<file path="src/lbbc_pkg.sv">
// lbbc_pkg: operation codes, flag positions, reset values and widths
// for the logic / bit-test / branch / compare execution unit.
// assumes a decoder upstream supplies one operation code per instruction.
package lbbc_pkg;

  localparam int LBBC_DATA_W = 8;
  localparam int LBBC_ADDR_W = 16;

  // operation codes presented on op_code with op_valid
  typedef enum logic [3:0] {
    LBBC_OP_NONE = 4'h0,
    LBBC_OP_AND = 4'h1,
    LBBC_OP_PERIPH_AND = 4'h2,
    LBBC_OP_EXT_BRANCH = 4'h3,
    LBBC_OP_REG_JUMP_ONE = 4'h4,
    LBBC_OP_PERIPH_JUMP_ONE = 4'h5,
    LBBC_OP_REG_JUMP_ZERO = 4'h6,
    LBBC_OP_PERIPH_JUMP_ZERO = 4'h7,
    LBBC_OP_CALL = 4'h8,
    LBBC_OP_CLEAR = 4'h9,
    LBBC_OP_CLEAR_CARRY = 4'hA,
    LBBC_OP_COMPARE = 4'hB,
    LBBC_OP_EXT_A_COMPARE = 4'hC
  } lbbc_op_type;

  // source operand selector
  typedef enum logic [1:0] {
    LBBC_SRC_A = 2'h0,
    LBBC_SRC_B = 2'h1,
    LBBC_SRC_IMM = 2'h2,
    LBBC_SRC_REG = 2'h3
  } lbbc_src_type;

  // extended target addressing modes
  typedef enum logic [1:0] {
    LBBC_XM_DIRECT = 2'h0,
    LBBC_XM_INDIRECT = 2'h1,
    LBBC_XM_INDEXED = 2'h2
  } lbbc_xmode_type;

  // sequencer states, one-hot
  typedef enum logic [4:0] {
    LBBC_ST_IDLE = 5'h01,
    LBBC_ST_PREAD = 5'h02,
    LBBC_ST_EXEC = 5'h04,
    LBBC_ST_PUSH_HI = 5'h08,
    LBBC_ST_PUSH_LO = 5'h10
  } lbbc_state_type;

  // flag positions inside the 3-bit status field
  localparam int LBBC_FLAG_C = 0;
  localparam int LBBC_FLAG_N = 1;
  localparam int LBBC_FLAG_Z = 2;
  localparam int LBBC_SIGN_BIT = 7;

  // values after reset
  localparam logic [15:0] LBBC_PC_RST = 16'h0000;
  localparam logic [7:0] LBBC_SP_RST = 8'h00;
  localparam logic [7:0] LBBC_BYTE_RST = 8'h00;
  localparam logic [2:0] LBBC_FLAGS_RST = 3'h0;

endpackage : lbbc_pkg

</file>
<file path="src/lbbc_flags.sv">
// lbbc_flags: sign and zero of an 8-bit value, registered.
// assumes the caller decides when the result is captured.
`timescale 1ns/1ns
module lbbc_flags #(
  parameter int DATA_W = 8
) (
  // clock and reset
  input wire logic core_clk,
  input wire logic reset_n,
  input wire logic clk_en,
  // value and capture
  input wire logic load,
  input wire logic [DATA_W-1:0] value,
  // registered flags
  output logic sign_r,
  output logic zero_r
);
  import lbbc_pkg::*;

  // sign is the top bit, zero only when every bit is clear
  wire sign_nxt = value[DATA_W-1]; // RL17
  wire zero_nxt = (value == '0); // RL17

  // hold between captures
  always_ff @(posedge core_clk or negedge reset_n) begin
    if (!reset_n) begin
      sign_r <= LBBC_FLAGS_RST[LBBC_FLAG_N];
      zero_r <= LBBC_FLAGS_RST[LBBC_FLAG_Z];
    end else if (clk_en && load) begin
      sign_r <= sign_nxt;
      zero_r <= zero_nxt;
    end
  end

endmodule : lbbc_flags

</file>
<file path="src/lbbc_pf_port.sv">
// lbbc_pf_port: one-shot access port for the peripheral file.
// assumes read data return exactly one cycle after a read strobe.
`timescale 1ns/1ns
module lbbc_pf_port #(
  parameter int DATA_W = 8
) (
  // clock and reset
  input wire logic core_clk,
  input wire logic reset_n,
  input wire logic clk_en,
  // requests from the sequencer
  input wire logic rd_req,
  input wire logic wr_req,
  input wire logic [DATA_W-1:0] addr,
  input wire logic [DATA_W-1:0] wdata,
  // peripheral file pins, all registered
  output logic pf_rd_r,
  output logic pf_wr_r,
  output logic [DATA_W-1:0] pf_addr_r,
  output logic [DATA_W-1:0] pf_wdata_r
);
  import lbbc_pkg::*;

  // strobes last one cycle; address holds for the following data phase
  always_ff @(posedge core_clk or negedge reset_n) begin
    if (!reset_n) begin
      pf_rd_r <= 1'b0;
      pf_wr_r <= 1'b0;
      pf_addr_r <= LBBC_BYTE_RST;
      pf_wdata_r <= LBBC_BYTE_RST;
    end else if (clk_en) begin
      pf_rd_r <= rd_req;
      pf_wr_r <= wr_req;
      if (rd_req || wr_req) begin
        pf_addr_r <= addr;
      end
      if (wr_req) begin
        pf_wdata_r <= wdata;
      end
    end
  end

endmodule : lbbc_pf_port

</file>
<file path="src/lbbc_exec.sv">
// lbbc_exec: executes the logic, bit-test jump, extended branch, call,
// clear, clear-carry and compare group on an 8-bit core.
// assumes a decoder hands over operands already fetched from the register
// file, and that peripheral file reads answer one cycle after the strobe.
`timescale 1ns/1ns
// How it works
// RL1: AND two bytes bitwise, write to destination
// RL2: register AND clears carry, flags from result
// RL3: peripheral AND reads, ANDs, writes back, flags
// RL4: peripheral AND source only A, B, immediate
// RL5: extended branch loads pc, flags unchanged
// RL6: branch target direct, indirect or B-indexed
// RL7: jump-if-one on source AND register nonzero
// RL8: peripheral jump-if-one reads peripheral operand
// RL9: jump-if-zero on source AND NOT register
// RL10: offset added to next opcode address
// RL11: peripheral jump-if-zero, same flag effects
// RL12: call pushes pc high then low, loads target
// RL13: clear writes zero, C=0 N=0 Z=1
// RL14: clear carry clears C, N/Z from A
// RL15: compare dest minus source, C on unsigned >=
// RL16: extended compare A minus addressed byte
// RL17: sign is bit 7, zero when all zero
module lbbc_exec #(
  parameter int DATA_W = 8,
  parameter int ADDR_W = 16
) (
  // clock and reset
  input wire logic core_clk,
  input wire logic reset_n,
  input wire logic clk_en,
  // instruction handed over by the decoder
  input wire logic op_valid,
  input wire lbbc_pkg::lbbc_op_type op_code,
  input wire lbbc_pkg::lbbc_src_type src_sel,
  input wire lbbc_pkg::lbbc_xmode_type xmode,
  input wire logic [DATA_W-1:0] reg_a,
  input wire logic [DATA_W-1:0] reg_b,
  input wire logic [DATA_W-1:0] src_reg,
  input wire logic [DATA_W-1:0] imm,
  input wire logic [DATA_W-1:0] dst_val,
  input wire logic [DATA_W-1:0] dst_addr,
  input wire logic [DATA_W-1:0] offset,
  input wire logic [ADDR_W-1:0] xaddr,
  input wire logic [ADDR_W-1:0] pair_val,
  input wire logic [DATA_W-1:0] xbyte,
  input wire logic [ADDR_W-1:0] next_pc,
  // peripheral file read data (same clock)
  input wire logic [DATA_W-1:0] pf_rdata,
  // handshake back to the decoder
  output logic busy_r,
  output logic done_r,
  output logic illegal_r,
  // register file write
  output logic rf_we_r,
  output logic [DATA_W-1:0] rf_waddr_r,
  output logic [DATA_W-1:0] rf_wdata_r,
  // peripheral file
  output logic pf_rd_r,
  output logic pf_wr_r,
  output logic [DATA_W-1:0] pf_addr_r,
  output logic [DATA_W-1:0] pf_wdata_r,
  // stack memory write
  output logic stk_we_r,
  output logic [DATA_W-1:0] stk_addr_r,
  output logic [DATA_W-1:0] stk_wdata_r,
  // architectural state
  output logic [ADDR_W-1:0] program_counter_r,
  output logic [DATA_W-1:0] stack_pointer_r,
  output logic carry_flag_r,
  output logic sign_flag_r,
  output logic zero_flag_r
);
  import lbbc_pkg::*;

  lbbc_state_type state_r, state_nxt;
  lbbc_op_type op_r;
  logic [DATA_W-1:0] src_r;
  logic [DATA_W-1:0] dst_r;
  logic [DATA_W-1:0] daddr_r;
  logic [DATA_W-1:0] ofs_r;
  logic [ADDR_W-1:0] target_r;
  logic [ADDR_W-1:0] npc_r;

  // peripheral forms take their second operand from the peripheral file
  function automatic logic is_periph(input lbbc_op_type op);
    is_periph = (op == LBBC_OP_PERIPH_AND) || (op == LBBC_OP_PERIPH_JUMP_ONE) ||
                (op == LBBC_OP_PERIPH_JUMP_ZERO);
  endfunction : is_periph

  // source operand selection
  wire [DATA_W-1:0] src_sel_val = (src_sel == LBBC_SRC_A) ? reg_a :
                                  (src_sel == LBBC_SRC_B) ? reg_b :
                                  (src_sel == LBBC_SRC_IMM) ? imm : src_reg;

  // peripheral AND refuses a register-file source
  wire bad_src = (op_code == LBBC_OP_PERIPH_AND) && (src_sel == LBBC_SRC_REG); // RL4
  wire accept = op_valid && !busy_r && !bad_src;

  // extended target: direct, register pair, table base plus B
  wire [ADDR_W-1:0] b_wide = {{(ADDR_W-DATA_W){1'b0}}, reg_b};
  wire [ADDR_W-1:0] xtarget = (xmode == LBBC_XM_INDIRECT) ? pair_val : // RL6
                              (xmode == LBBC_XM_INDEXED) ? (xaddr + b_wide) : xaddr; // RL6

  // second operand: peripheral data in exec when a read was made
  // pf_rdata must still stand in exec; it is not captured a cycle earlier
  wire [DATA_W-1:0] opnd = is_periph(op_r) ? pf_rdata : dst_r; // RL8

  // datapath results
  wire [DATA_W-1:0] and_res = src_r & opnd; // RL1
  wire [DATA_W-1:0] andn_res = src_r & ~opnd; // RL9 RL11
  wire [DATA_W:0] cmp_full = {1'b0, dst_r} - {1'b0, src_r}; // RL15 RL16
  wire [DATA_W-1:0] cmp_res = cmp_full[DATA_W-1:0];
  wire cmp_carry = ~cmp_full[DATA_W]; // RL15

  // operation classes seen in exec
  wire is_and = (op_r == LBBC_OP_AND) || (op_r == LBBC_OP_PERIPH_AND);
  wire is_j1 = (op_r == LBBC_OP_REG_JUMP_ONE) || (op_r == LBBC_OP_PERIPH_JUMP_ONE);
  wire is_j0 = (op_r == LBBC_OP_REG_JUMP_ZERO) || (op_r == LBBC_OP_PERIPH_JUMP_ZERO);
  wire is_cmp = (op_r == LBBC_OP_COMPARE) || (op_r == LBBC_OP_EXT_A_COMPARE);
  wire is_clr = (op_r == LBBC_OP_CLEAR);
  wire is_clc = (op_r == LBBC_OP_CLEAR_CARRY);

  // exec phase: the single cycle in which results are committed
  wire in_exec = (state_r == LBBC_ST_EXEC);

  // value whose sign and zero go to the flags
  wire [DATA_W-1:0] flag_val = is_and ? and_res :
                               is_j1 ? and_res : // RL7
                               is_j0 ? andn_res : // RL9
                               is_cmp ? cmp_res :
                               is_clc ? src_r : LBBC_BYTE_RST; // RL14 RL13
  wire flag_load = in_exec &&
                   (is_and || is_j1 || is_j0 || is_cmp || is_clr || is_clc);

  // branch decision and relative target from the following opcode
  // offset is signed; backward jumps wrap through the 16-bit adder
  wire take_jump = (is_j1 && (and_res != '0)) || (is_j0 && (andn_res != '0)); // RL7 RL8 RL9 RL11
  wire [ADDR_W-1:0] ofs_wide = {{(ADDR_W-DATA_W){ofs_r[DATA_W-1]}}, ofs_r};
  wire [ADDR_W-1:0] rel_target = npc_r + ofs_wide; // RL10

  // stack pointer pre-incremented for each push, so it always names
  // the last byte written; it wraps within its own width
  wire [DATA_W-1:0] sp_inc = stack_pointer_r + 8'h01; // RL12

  // push phase decode and the byte it stores, high half first
  wire in_push_hi = (state_r == LBBC_ST_PUSH_HI);
  wire in_push = in_push_hi || (state_r == LBBC_ST_PUSH_LO);
  wire [DATA_W-1:0] push_byte = in_push_hi ? npc_r[ADDR_W-1:DATA_W] : npc_r[DATA_W-1:0]; // RL12

  // sequencer next state
  always_comb begin
    case (state_r)
      LBBC_ST_IDLE: begin
        if (!accept) begin
          state_nxt = LBBC_ST_IDLE;
        end else if (is_periph(op_code)) begin
          state_nxt = LBBC_ST_PREAD;
        end else if (op_code == LBBC_OP_CALL) begin
          state_nxt = LBBC_ST_PUSH_HI;
        end else begin
          state_nxt = LBBC_ST_EXEC;
        end
      end
      LBBC_ST_PREAD: state_nxt = LBBC_ST_EXEC;
      LBBC_ST_PUSH_HI: state_nxt = LBBC_ST_PUSH_LO;
      LBBC_ST_PUSH_LO: state_nxt = LBBC_ST_EXEC;
      LBBC_ST_EXEC: state_nxt = LBBC_ST_IDLE;
      default: state_nxt = LBBC_ST_IDLE;
    endcase
  end

  // state and latched operands
  always_ff @(posedge core_clk or negedge reset_n) begin
    if (!reset_n) begin
      state_r <= LBBC_ST_IDLE;
      op_r <= LBBC_OP_NONE;
      src_r <= LBBC_BYTE_RST;
      dst_r <= LBBC_BYTE_RST;
      daddr_r <= LBBC_BYTE_RST;
      ofs_r <= LBBC_BYTE_RST;
      target_r <= LBBC_PC_RST;
      npc_r <= LBBC_PC_RST;
    end else if (clk_en) begin
      state_r <= state_nxt;
      if (accept) begin
        op_r <= op_code;
        // clear-carry tests A; extended compare pits A against the byte
        src_r <= (op_code == LBBC_OP_CLEAR_CARRY) ? reg_a : // RL14
                 (op_code == LBBC_OP_EXT_A_COMPARE) ? xbyte : src_sel_val; // RL16
        dst_r <= (op_code == LBBC_OP_EXT_A_COMPARE) ? reg_a : dst_val; // RL16
        daddr_r <= dst_addr;
        ofs_r <= offset;
        target_r <= xtarget;
        npc_r <= next_pc;
      end
    end
  end

  // handshake: busy while sequencing, done and illegal as pulses
  // busy follows state_nxt, so an offer in the cycle after a take is ignored
  always_ff @(posedge core_clk or negedge reset_n) begin
    if (!reset_n) begin
      busy_r <= 1'b0;
      done_r <= 1'b0;
      illegal_r <= 1'b0;
    end else if (clk_en) begin
      busy_r <= (state_nxt != LBBC_ST_IDLE);
      done_r <= (state_r == LBBC_ST_EXEC);
      illegal_r <= op_valid && !busy_r && bad_src; // RL4
    end
  end

  // register-file write-back for register AND and clear only; tests never write
  always_ff @(posedge core_clk or negedge reset_n) begin
    if (!reset_n) begin
      rf_we_r <= 1'b0;
      rf_waddr_r <= LBBC_BYTE_RST;
      rf_wdata_r <= LBBC_BYTE_RST;
    end else if (clk_en) begin
      rf_we_r <= (state_r == LBBC_ST_EXEC) && ((op_r == LBBC_OP_AND) || is_clr); // RL1 RL13
      rf_waddr_r <= daddr_r;
      rf_wdata_r <= is_clr ? LBBC_BYTE_RST : and_res; // RL13
    end
  end

  // peripheral read first, write back only for the AND form
  // limitation: the write-back carries masked read data, never a shadow copy
  wire pf_rd_req = (state_r == LBBC_ST_IDLE) && accept && is_periph(op_code); // RL3 RL8 RL11
  wire pf_wr_req = (state_r == LBBC_ST_EXEC) && (op_r == LBBC_OP_PERIPH_AND); // RL3
  wire [DATA_W-1:0] pf_addr_sel = pf_wr_req ? daddr_r : dst_addr;

  lbbc_pf_port #(
    .DATA_W(DATA_W)
  ) u_pf_port (
    .core_clk(core_clk),
    .reset_n(reset_n),
    .clk_en(clk_en),
    .rd_req(pf_rd_req),
    .wr_req(pf_wr_req),
    .addr(pf_addr_sel),
    .wdata(and_res),
    .pf_rd_r(pf_rd_r),
    .pf_wr_r(pf_wr_r),
    .pf_addr_r(pf_addr_r),
    .pf_wdata_r(pf_wdata_r)
  );

  // call: high byte to sp+1, then low byte to sp+2
  always_ff @(posedge core_clk or negedge reset_n) begin
    if (!reset_n) begin
      stk_we_r <= 1'b0;
      stk_addr_r <= LBBC_SP_RST;
      stk_wdata_r <= LBBC_BYTE_RST;
      stack_pointer_r <= LBBC_SP_RST;
    end else if (clk_en) begin
      stk_we_r <= in_push; // RL12
      if (in_push) begin
        stack_pointer_r <= sp_inc; // RL12
        stk_addr_r <= sp_inc;
        stk_wdata_r <= push_byte; // RL12
      end
    end
  end

  // program counter: extended target, taken jump, else next opcode
  always_ff @(posedge core_clk or negedge reset_n) begin
    if (!reset_n) begin
      program_counter_r <= LBBC_PC_RST;
    end else if (clk_en && (state_r == LBBC_ST_EXEC)) begin
      if ((op_r == LBBC_OP_EXT_BRANCH) || (op_r == LBBC_OP_CALL)) begin
        program_counter_r <= target_r; // RL5 RL12
      end else if (take_jump) begin
        program_counter_r <= rel_target; // RL10
      end else begin
        program_counter_r <= npc_r;
      end
    end
  end

  // carry: cleared by logic, tests and clears; compare sets on no borrow.
  // branch and call leave every flag alone
  always_ff @(posedge core_clk or negedge reset_n) begin
    if (!reset_n) begin
      carry_flag_r <= LBBC_FLAGS_RST[LBBC_FLAG_C];
    end else if (clk_en && flag_load) begin
      carry_flag_r <= is_cmp ? cmp_carry : 1'b0; // RL2 RL3 RL7 RL9 RL13 RL14 RL15
    end
  end

  // clear forces zero into the flag value, so sign=0 and zero=1
  lbbc_flags #(
    .DATA_W(DATA_W)
  ) u_flags (
    .core_clk(core_clk),
    .reset_n(reset_n),
    .clk_en(clk_en),
    .load(flag_load),
    .value(flag_val), // RL17
    .sign_r(sign_flag_r),
    .zero_r(zero_flag_r)
  );

endmodule : lbbc_exec

</file>
<file path="config.mk">
export PLATFORM = sky130hd
export DESIGN_NAME = lbbc_exec
export DESIGN_NICKNAME = d
export VERILOG_FILES = /design/src/lbbc_pkg.sv /design/src/lbbc_flags.sv /design/src/lbbc_pf_port.sv /design/src/lbbc_exec.sv
export SDC_FILE = /design/constraint.sdc
export NUM_CORES = 1
export LEC_CHECK = 0
export BUFFER_PORTS_ARGS = -buffer_cell sky130_fd_sc_hd__buf_2
export CAP_MARGIN = 20
export CORE_ASPECT_RATIO = 0.75
export CORE_UTILIZATION = 60
export CTS_BUF_LIST = sky130_fd_sc_hd__clkbuf_4
export CTS_CLUSTER_SIZE = 16
export DETAILED_ROUTE_END_ITERATION = 6
export MAX_ROUTING_LAYER = met4
export PLACE_DENSITY_LB_ADDON = 0.15
export SLEW_MARGIN = 40
export SYNTH_ARGS = -nofsm -noshare
export SYNTH_HDL_FRONTEND = slang
export SYNTH_SLANG_ARGS = --single-unit
</file>
<file path="constraint.sdc">
create_clock -name core_clk -period 4.9 [get_ports core_clk]
set_input_delay 1.225 -clock core_clk [delete_from_list [all_inputs] [get_ports core_clk]]
set_output_delay 1.225 -clock core_clk [all_outputs]
set_load 0.02 [all_outputs]
</file>
==> results of run 1 <==
through the flow:
step                      utilization  power, W
after floorplan                     -   0.00315
after global placement          0.697   0.00372
after detailed placement        0.697   0.00377
after CTS                       0.714   0.00446
after global routing            0.717   0.00477
final                           0.717   0.00447
final cells by class:
type,count,area (um2),share of cell area
clock inverter,15,121,0.0117
inverter,41,154,0.0148
clock buffer,17,128,0.0123
antenna,1,2.50,0.000241
timing repair buffer,222,1160,0.112
tap,200,250,0.0241
sequential,147,3680,0.354
multi-input combinational,705,4890,0.471
layer usage:
| layer | vias up | global-route usage |
|---|---|---|
| li1 | 3825 | - |
| met2 | 335 | 0.445 |
| met4 | 0 | 0.102 |
| met3 | 31 | 0.0756 |
| met5 | - | - |
| met1 | 3748 | 0.467 |
logic make-up (layout without fill, tap and decap cells):
| kind of cell | after synthesis | after routing | synth area share |
|---|---|---|---|
| other cells | 0 | 1 | 0 |
| mux | 109 | 109 | 0.131 |
| xor+xnor | 36 | 36 | 0.0352 |
| flops | 147 | 147 | 0.411 |
| buf+inv | 96 | 295 | 0.0455 |
| compound gates | 272 | 272 | 0.192 |
| fa+ha+maj | 35 | 35 | 0.0514 |
| simple gates | 253 | 253 | 0.134 |
worst max-delay path by stage:
stage	start	slack [ps]	to	depth (start not counted)
floorplan	reg_b[0]	1560	target_r[14]$_DFFE_PN0P_	12
global placement	xaddr[0]	1240	target_r[12]$_DFFE_PN0P_	13
detailed placement	op_code[0]	1170	u_pf_port.pf_addr_r[7]$_DFFE_PN0P_	10
CTS	op_r[3]$_DFFE_PN0P_	1520	program_counter_r[1]$_DFFE_PN0P_	9
global route	op_r[1]$_DFFE_PN0P_	1240	program_counter_r[1]$_DFFE_PN0P_	9
finish	op_r[1]$_DFFE_PN0P_	1440	program_counter_r[1]$_DFFE_PN0P_	9
critical path, cell delays in order, from the launching register on:
cell and delay, ps:
dfrtp_1 790, nand2b_1 340, a221o_1 380, o21ai_0 430
nand4_1 190, o31ai_1 350, a31oi_2 150, buf_4 310
mux2_4 330, o21ai_2 100
layout by cell type, fill, tap and decap left out, types with 21 or more instances in the layout:
master   instances
mux2i_1         49
a22oi_1         21
mux2_2          59
ha_1            32
buf_2          212
a21oi_1         50
inv_1           40
o21ai_0         88
nand2_1        100
dfrtp_1        145
nor2_1          52
xnor2_1         24
power by group through the flow:
stage	Combinational (W)	Sequential, W	Clock [W]
floorplan	0.00122	0.00192	0
global placement	0.00188	0.00184	0
detailed placement	0.00192	0.00184	0
CTS	0.00193	0.00182	0.000704
global route	0.00214	0.00186	0.000763
finish	0.00195	0.00183	0.000689
==> flow_summary_export.csv, run 1 <==
group,metric,value,unit
synth,synth_edf_count,0,
critical_path,cp-start-kind,"flip-flop",
power_and_ir_drop,p_switching,0.00191,W
synth,ys_ff_latch,147,
sta,fin_ws,1440,ps
layout,fillers,1168,
critical_path,reg2regPathDepth,9,
power_and_ir_drop,clockPowerShare,0.154,
detailed_routing,via_per_inst,5.89,
critical_path,required,5380,ps
floorplan,initial_utilization,0.618,
critical_path,reg2reg_from,"op_r[1]$_DFFE_PN0P_",
global_routing,grt_usage,0.323,
detailed_routing,ant_nets,0,
synth,synth_fp_nets,1115,
global_routing,grt_max_degree,101,
clocking,cts.path.max_buffers,2,
critical_path,cp_max_fo,22,
power_and_ir_drop,p_int,0.00256,W
critical_path,path_class,"reg2reg",
status,outcome,"finished clean",
power_and_ir_drop,swShare,0.428,
layout,drive_above_1_share,0.289,
placement,gp_congestion,0.945,
placement,dp_slack,1170,ps
clocking,cts_setup_buffers,0,
clocking,clock_latency,550,ps
detailed_routing,drt-initial-drc-count,599,
floorplan,row_count,38,
synth,syn-cell-area,0.00896,mm2
floorplan,ioPinCount,214,
critical_path,reg2reg_setup_slack,1440,ps
sta,slew_viol_final,0,
synth,dominantRegCellSynth,"dfrtp_1",
clocking,cts-buffers-inserted,17,
worst_hold_path,min_path_cells,2,
worst_hold_path,hold_path_startpoint,"u_pf_port.pf_wdata_r[4]$_DFFE_PN0P_",
power_and_ir_drop,pwr-share-seq,0.410,
synth,synth_most_common_cell,"dfrtp_1",
layout,design_area,0.0104,mm2
power_and_ir_drop,p_per_area,430,mW/mm2
synth,synthTopCellsByArea,"dfrtp_1 41%, mux2_2 7.4%, mux2i_1 5.5%, o21ai_0 4.9%, ha_1 4.5%",
critical_path,worstPathArrival,3930,ps
placement,numPortBuffers,213,
sta,hold_viol,0,
power_and_ir_drop,vdd_drop_max,0.000358,V
placement,dp_hpwl,18100,um
power_and_ir_drop,p_leak,5.01,nW
sta,worst_pin_slew,778,ps
synth,synth.avg_cell_area,9.45,um2
placement,numPlacedInstances,1314,
worst_hold_path,min_to,"u_pf_port.pf_wdata_r[4]$_DFFE_PN0P_",
sta,fin_crit_sh,0.705,
synth,synthTopCellsByCount,"146 x dfrtp_1, 101 x nand2_1, 88 x o21ai_0",
clocking,cts.sinks,147,
layout,nNetsFinal,1301,
layout,reg_top3,"npc_r: 16 flops, program_counter_r: 16 flops, target_r: 16 flops",
detailed_routing,wl_per_cell,17.5,um
clocking,clk_pin_slew,140,ps
detailed_routing,met3_length,1940,um
sta,grt_setup_unrepaired,"false",
clocking,cts_root_buf,"clkbuf_4",
global_routing,grt_pass1_wl,36500,um
detailed_routing,vias,7939,
synth,yosys.area.top_type_share,0.408,
sta,min_period,3460,ps
detailed_routing,drc,0,
clocking,htreeDepth,4,
detailed_routing,dr_wl_met2,9860,um
synth,async_flop_share,1.00,
layout,syn_to_final_growth,16.0,%
synth,synth_top_area_cell,"dfrtp_1",
synth,postSynthCellCount,948,
critical_path,r2r-end,"program_counter_r[1]$_DFFE_PN0P_",
floorplan,die_h,108,um
detailed_routing,wl,23600,um
worst_hold_path,hold_class,"reg2reg",
critical_path,crit_path_end_kind,"flip-flop",
global_routing,grt_antenna_before_repair,1,
sta,fmax,289,MHz
flow_run,maxCapViolCount,0,
placement,placedInstanceArea,0.0101,mm2
detailed_routing,drt-met1-wl,11400,um
synth,ys.warnings.count,0,
sta,fin_skew,28.5,ps
detailed_routing,top_layer,"met4",
global_routing,grt_pass1_vias,7143,
power_and_ir_drop,combPwrFrac,0.436,
sta,finalSetupViolations,0,
floorplan,dieArea,0.0154,mm2
floorplan,die_w,143,um
clocking,cts-hold-fix-buffers,0,
synth,synth_cell_types,71,
clocking,cts_resized,0,
sta,slew-limit-headroom,0.481,
sta,tns,0,ps
floorplan,coreArea,0.0145,mm2
detailed_routing,drtPass1Iterations,5,
layout,fin_cells,1348,
global_routing,overflow,0,
clocking,cts_tree,"done",
synth,seq_area_frac_synth,0.411,
sta,whs,490,ps
Note: power is estimated with default switching activity, not from simulation.
==> run 2: changes to the inputs <==
Settings changed: CORE_UTILIZATION 60 to 56.
Clock period 4.9 ns to 3.6 ns, I/O delays scaled along.
==> run 2 against run 1 <==
- hold slack worse by 250 ps
- core utilization down 3.6 points
- cell area up 1.1%
- global-route usage down 1.7 points
- critical path type unchanged
- largest cell class unchanged
- non-clock buffer count up 8
- clock power up 58%
- clock skew up 2.3 ps
- count of clock-buffer cells in the layout up 2
- highest routed layer unchanged
- sequential share of layout area down 0.38 points
- cell count up 0.89%
- critical endpoint is now program_counter_r[15]$_DFFE_PN0P_
- combinational power up 39%
- flip-flop and latch count unchanged
==> flow_summary_export.csv, run 2 (same netlist as run 1, synthesis figures left out) <==
group,metric,value,unit
critical_path,cp-start-kind,"flip-flop",
floorplan,die_w,148,um
critical_path,cp_top_family,"compound AO/OA/AOI/OAI gates",
layout,syn_to_final_growth,17.2,%
critical_path,cpMostUsedCell,"o21ai_1",
clocking,clock_latency,550,ps
critical_path,cpPeakStageDelay,760,ps
power_and_ir_drop,swShare,0.413,
clocking,cts_root_buf,"clkbuf_4",
sta,finalSetupViolations,0,
critical_path,crit_path_end_kind,"flip-flop",
detailed_routing,via_per_inst,5.84,
critical_path,r2r-end,"program_counter_r[15]$_DFFE_PN0P_",
clocking,cts-buffers-inserted,17,
layout,drive_above_1_share,0.291,
global_routing,grt_usage,0.306,
critical_path,critPathLaunch,"op_r[1]$_DFFE_PN0P_",
global_routing,grt_pass1_vias,7367,
layout,fin_cells,1360,
clocking,htreeDepth,4,
critical_path,reg2reg_from,"op_r[1]$_DFFE_PN0P_",
critical_path,worstPathArrival,3620,ps
clocking,clk_pin_slew,150,ps
floorplan,ioPinCount,214,
clocking,cts-hold-fix-buffers,0,
floorplan,coreArea,0.0154,mm2
clocking,cts.sinks,147,
placement,numPlacedInstances,1328,
placement,placedInstanceArea,0.0102,mm2
power_and_ir_drop,p_switching,0.00258,W
layout,reg_top3,"npc_r: 16 flops, program_counter_r: 16 flops, target_r: 16 flops",
critical_path,reg2regPathDepth,10,
floorplan,row_count,39,
detailed_routing,wl_per_cell,17.2,um
sta,fin_skew,30.9,ps
sta,grt_setup_unrepaired,"false",
detailed_routing,vias,7940,
global_routing,grt_antenna_before_repair,0,
power_and_ir_drop,combPwrFrac,0.434,
critical_path,path_class,"reg2reg",
critical_path,cp_num_buf_inv,1,
floorplan,die_h,112,um
power_and_ir_drop,p_int,0.00367,W
sta,hold_viol,0,
critical_path,reg2reg_setup_slack,410,ps
layout,antenna_cells,0,
sta,slew-limit-headroom,0.471,
clocking,cts_setup_buffers,0,
clocking,cts_resized,0,
worst_hold_path,hold_class,"in2async",
global_routing,grt_max_degree,103,
floorplan,initial_utilization,0.581,
flow_run,maxCapViolCount,0,
layout,final_common_cell,"buf_2",
layout,final_cell_mix,"212 x buf_2, 146 x dfrtp_1, 100 x nand2_1",
global_routing,overflow,0,
detailed_routing,drtPass1Iterations,5,
sta,slew_viol_final,0,
power_and_ir_drop,p_leak,5.08,nW
detailed_routing,drt-initial-drc-count,691,
floorplan,dieArea,0.0165,mm2
detailed_routing,ant_nets,0,
layout,design_area,0.0105,mm2
sta,min_period,3190,ps
global_routing,grt_pass1_wl,38200,um
clocking,cts.path.max_buffers,2,
sta,fin_crit_sh,0.886,
status,outcome,"finished clean",
detailed_routing,drc,0,
placement,dp_hpwl,17900,um
power_and_ir_drop,pwr-share-seq,0.392,
layout,nNetsFinal,1309,
sta,fmax,314,MHz
critical_path,cp_max_fo,22,
critical_path,required,4040,ps
critical_path,crit_slowest_cell,"dfrtp_1",
placement,gp_congestion,0.953,
placement,numPortBuffers,213,
sta,tns,0,ps
power_and_ir_drop,vdd_drop_max,0.000525,V
detailed_routing,wl,23400,um
power_and_ir_drop,clockPowerShare,0.174,
clocking,cts_tree,"done",
critical_path,worstPathCellList,"nand2b_1, a32o_1, o21ai_0, nand4_1, o31ai_1, a31oi_2, buf_12, o21ai_1, xor2_1, o21ai_1",
layout,finish.utilization,0.681,
sta,worst_pin_slew,791,ps
power_and_ir_drop,p_per_area,595,mW/mm2
run 2: cell count changes in the layout (fill, tap and decap cells not counted), sizes merged:
cell | previous run | this run
buf | 222 | 230
bufinv | 0 | 2
clkbuf | 17 | 19
clkinvlp | 5 | 3
clkinv | 3 | 2
diode | 1 | 0
inv | 48 | 47
run 2: metal layers:
layer  track usage  part of all wire  vias to the layer above
li1              -                 -                     3837
met1         0.457              0.49                     3740
met2         0.419              0.41                      348
met3        0.0689             0.090                       15
met4        0.0667            0.0089                        0
met5             -                 0                        -
run 2: power groups by stage:
stage	clock (W)	combinational [W]	sequential [W]
after floorplan	0	0.00166	0.00262
after global placement	0	0.00262	0.00247
after detailed placement	0	0.00268	0.00247
after CTS	0.00111	0.00269	0.00244
after global routing	0.00119	0.00299	0.00249
final	0.00109	0.00271	0.00245
run 2: final cells by class:
cell class	instances	area [um2]
fill	1311	4920
multi-input combinational	705	4880
sequential	147	3680
timing repair buffer	230	1240
tap	205	256
inverter	41	154
clock inverter	13	148
clock buffer	19	143
run 2: metrics by stage:
stage	power, W	hold slack (ps)	setup WS (ps)
CTS	0.00624	218	490
global route	0.00666	214	230
detailed placement	0.00515	466	149
floorplan	0.00428	447	582
global placement	0.00509	456	250
finish	0.00624	237	412
run 2: worst max path at each step:
stage	to	slack [ps]	depth (start not counted)
4_1_cts	program_counter_r[15]$_DFFE_PN0P_	490	10
3_5_place_dp	target_r[10]$_DFFE_PN0P_	150	13
2_1_floorplan	target_r[14]$_DFFE_PN0P_	580	12
6_report	program_counter_r[15]$_DFFE_PN0P_	410	10
5_1_grt	program_counter_r[15]$_DFFE_PN0P_	230	10
3_3_place_gp	target_r[10]$_DFFE_PN0P_	250	13
run 2: worst register-to-register path, stage by stage (launching register included):
cell,delay [ps]
dfrtp_1,760
nand2b_1,330
a32o_1,310
o21ai_0,440
nand4_1,190
o31ai_1,340
a31oi_2,100
buf_12,220
o21ai_1,120
xor2_1,210
o21ai_1,80
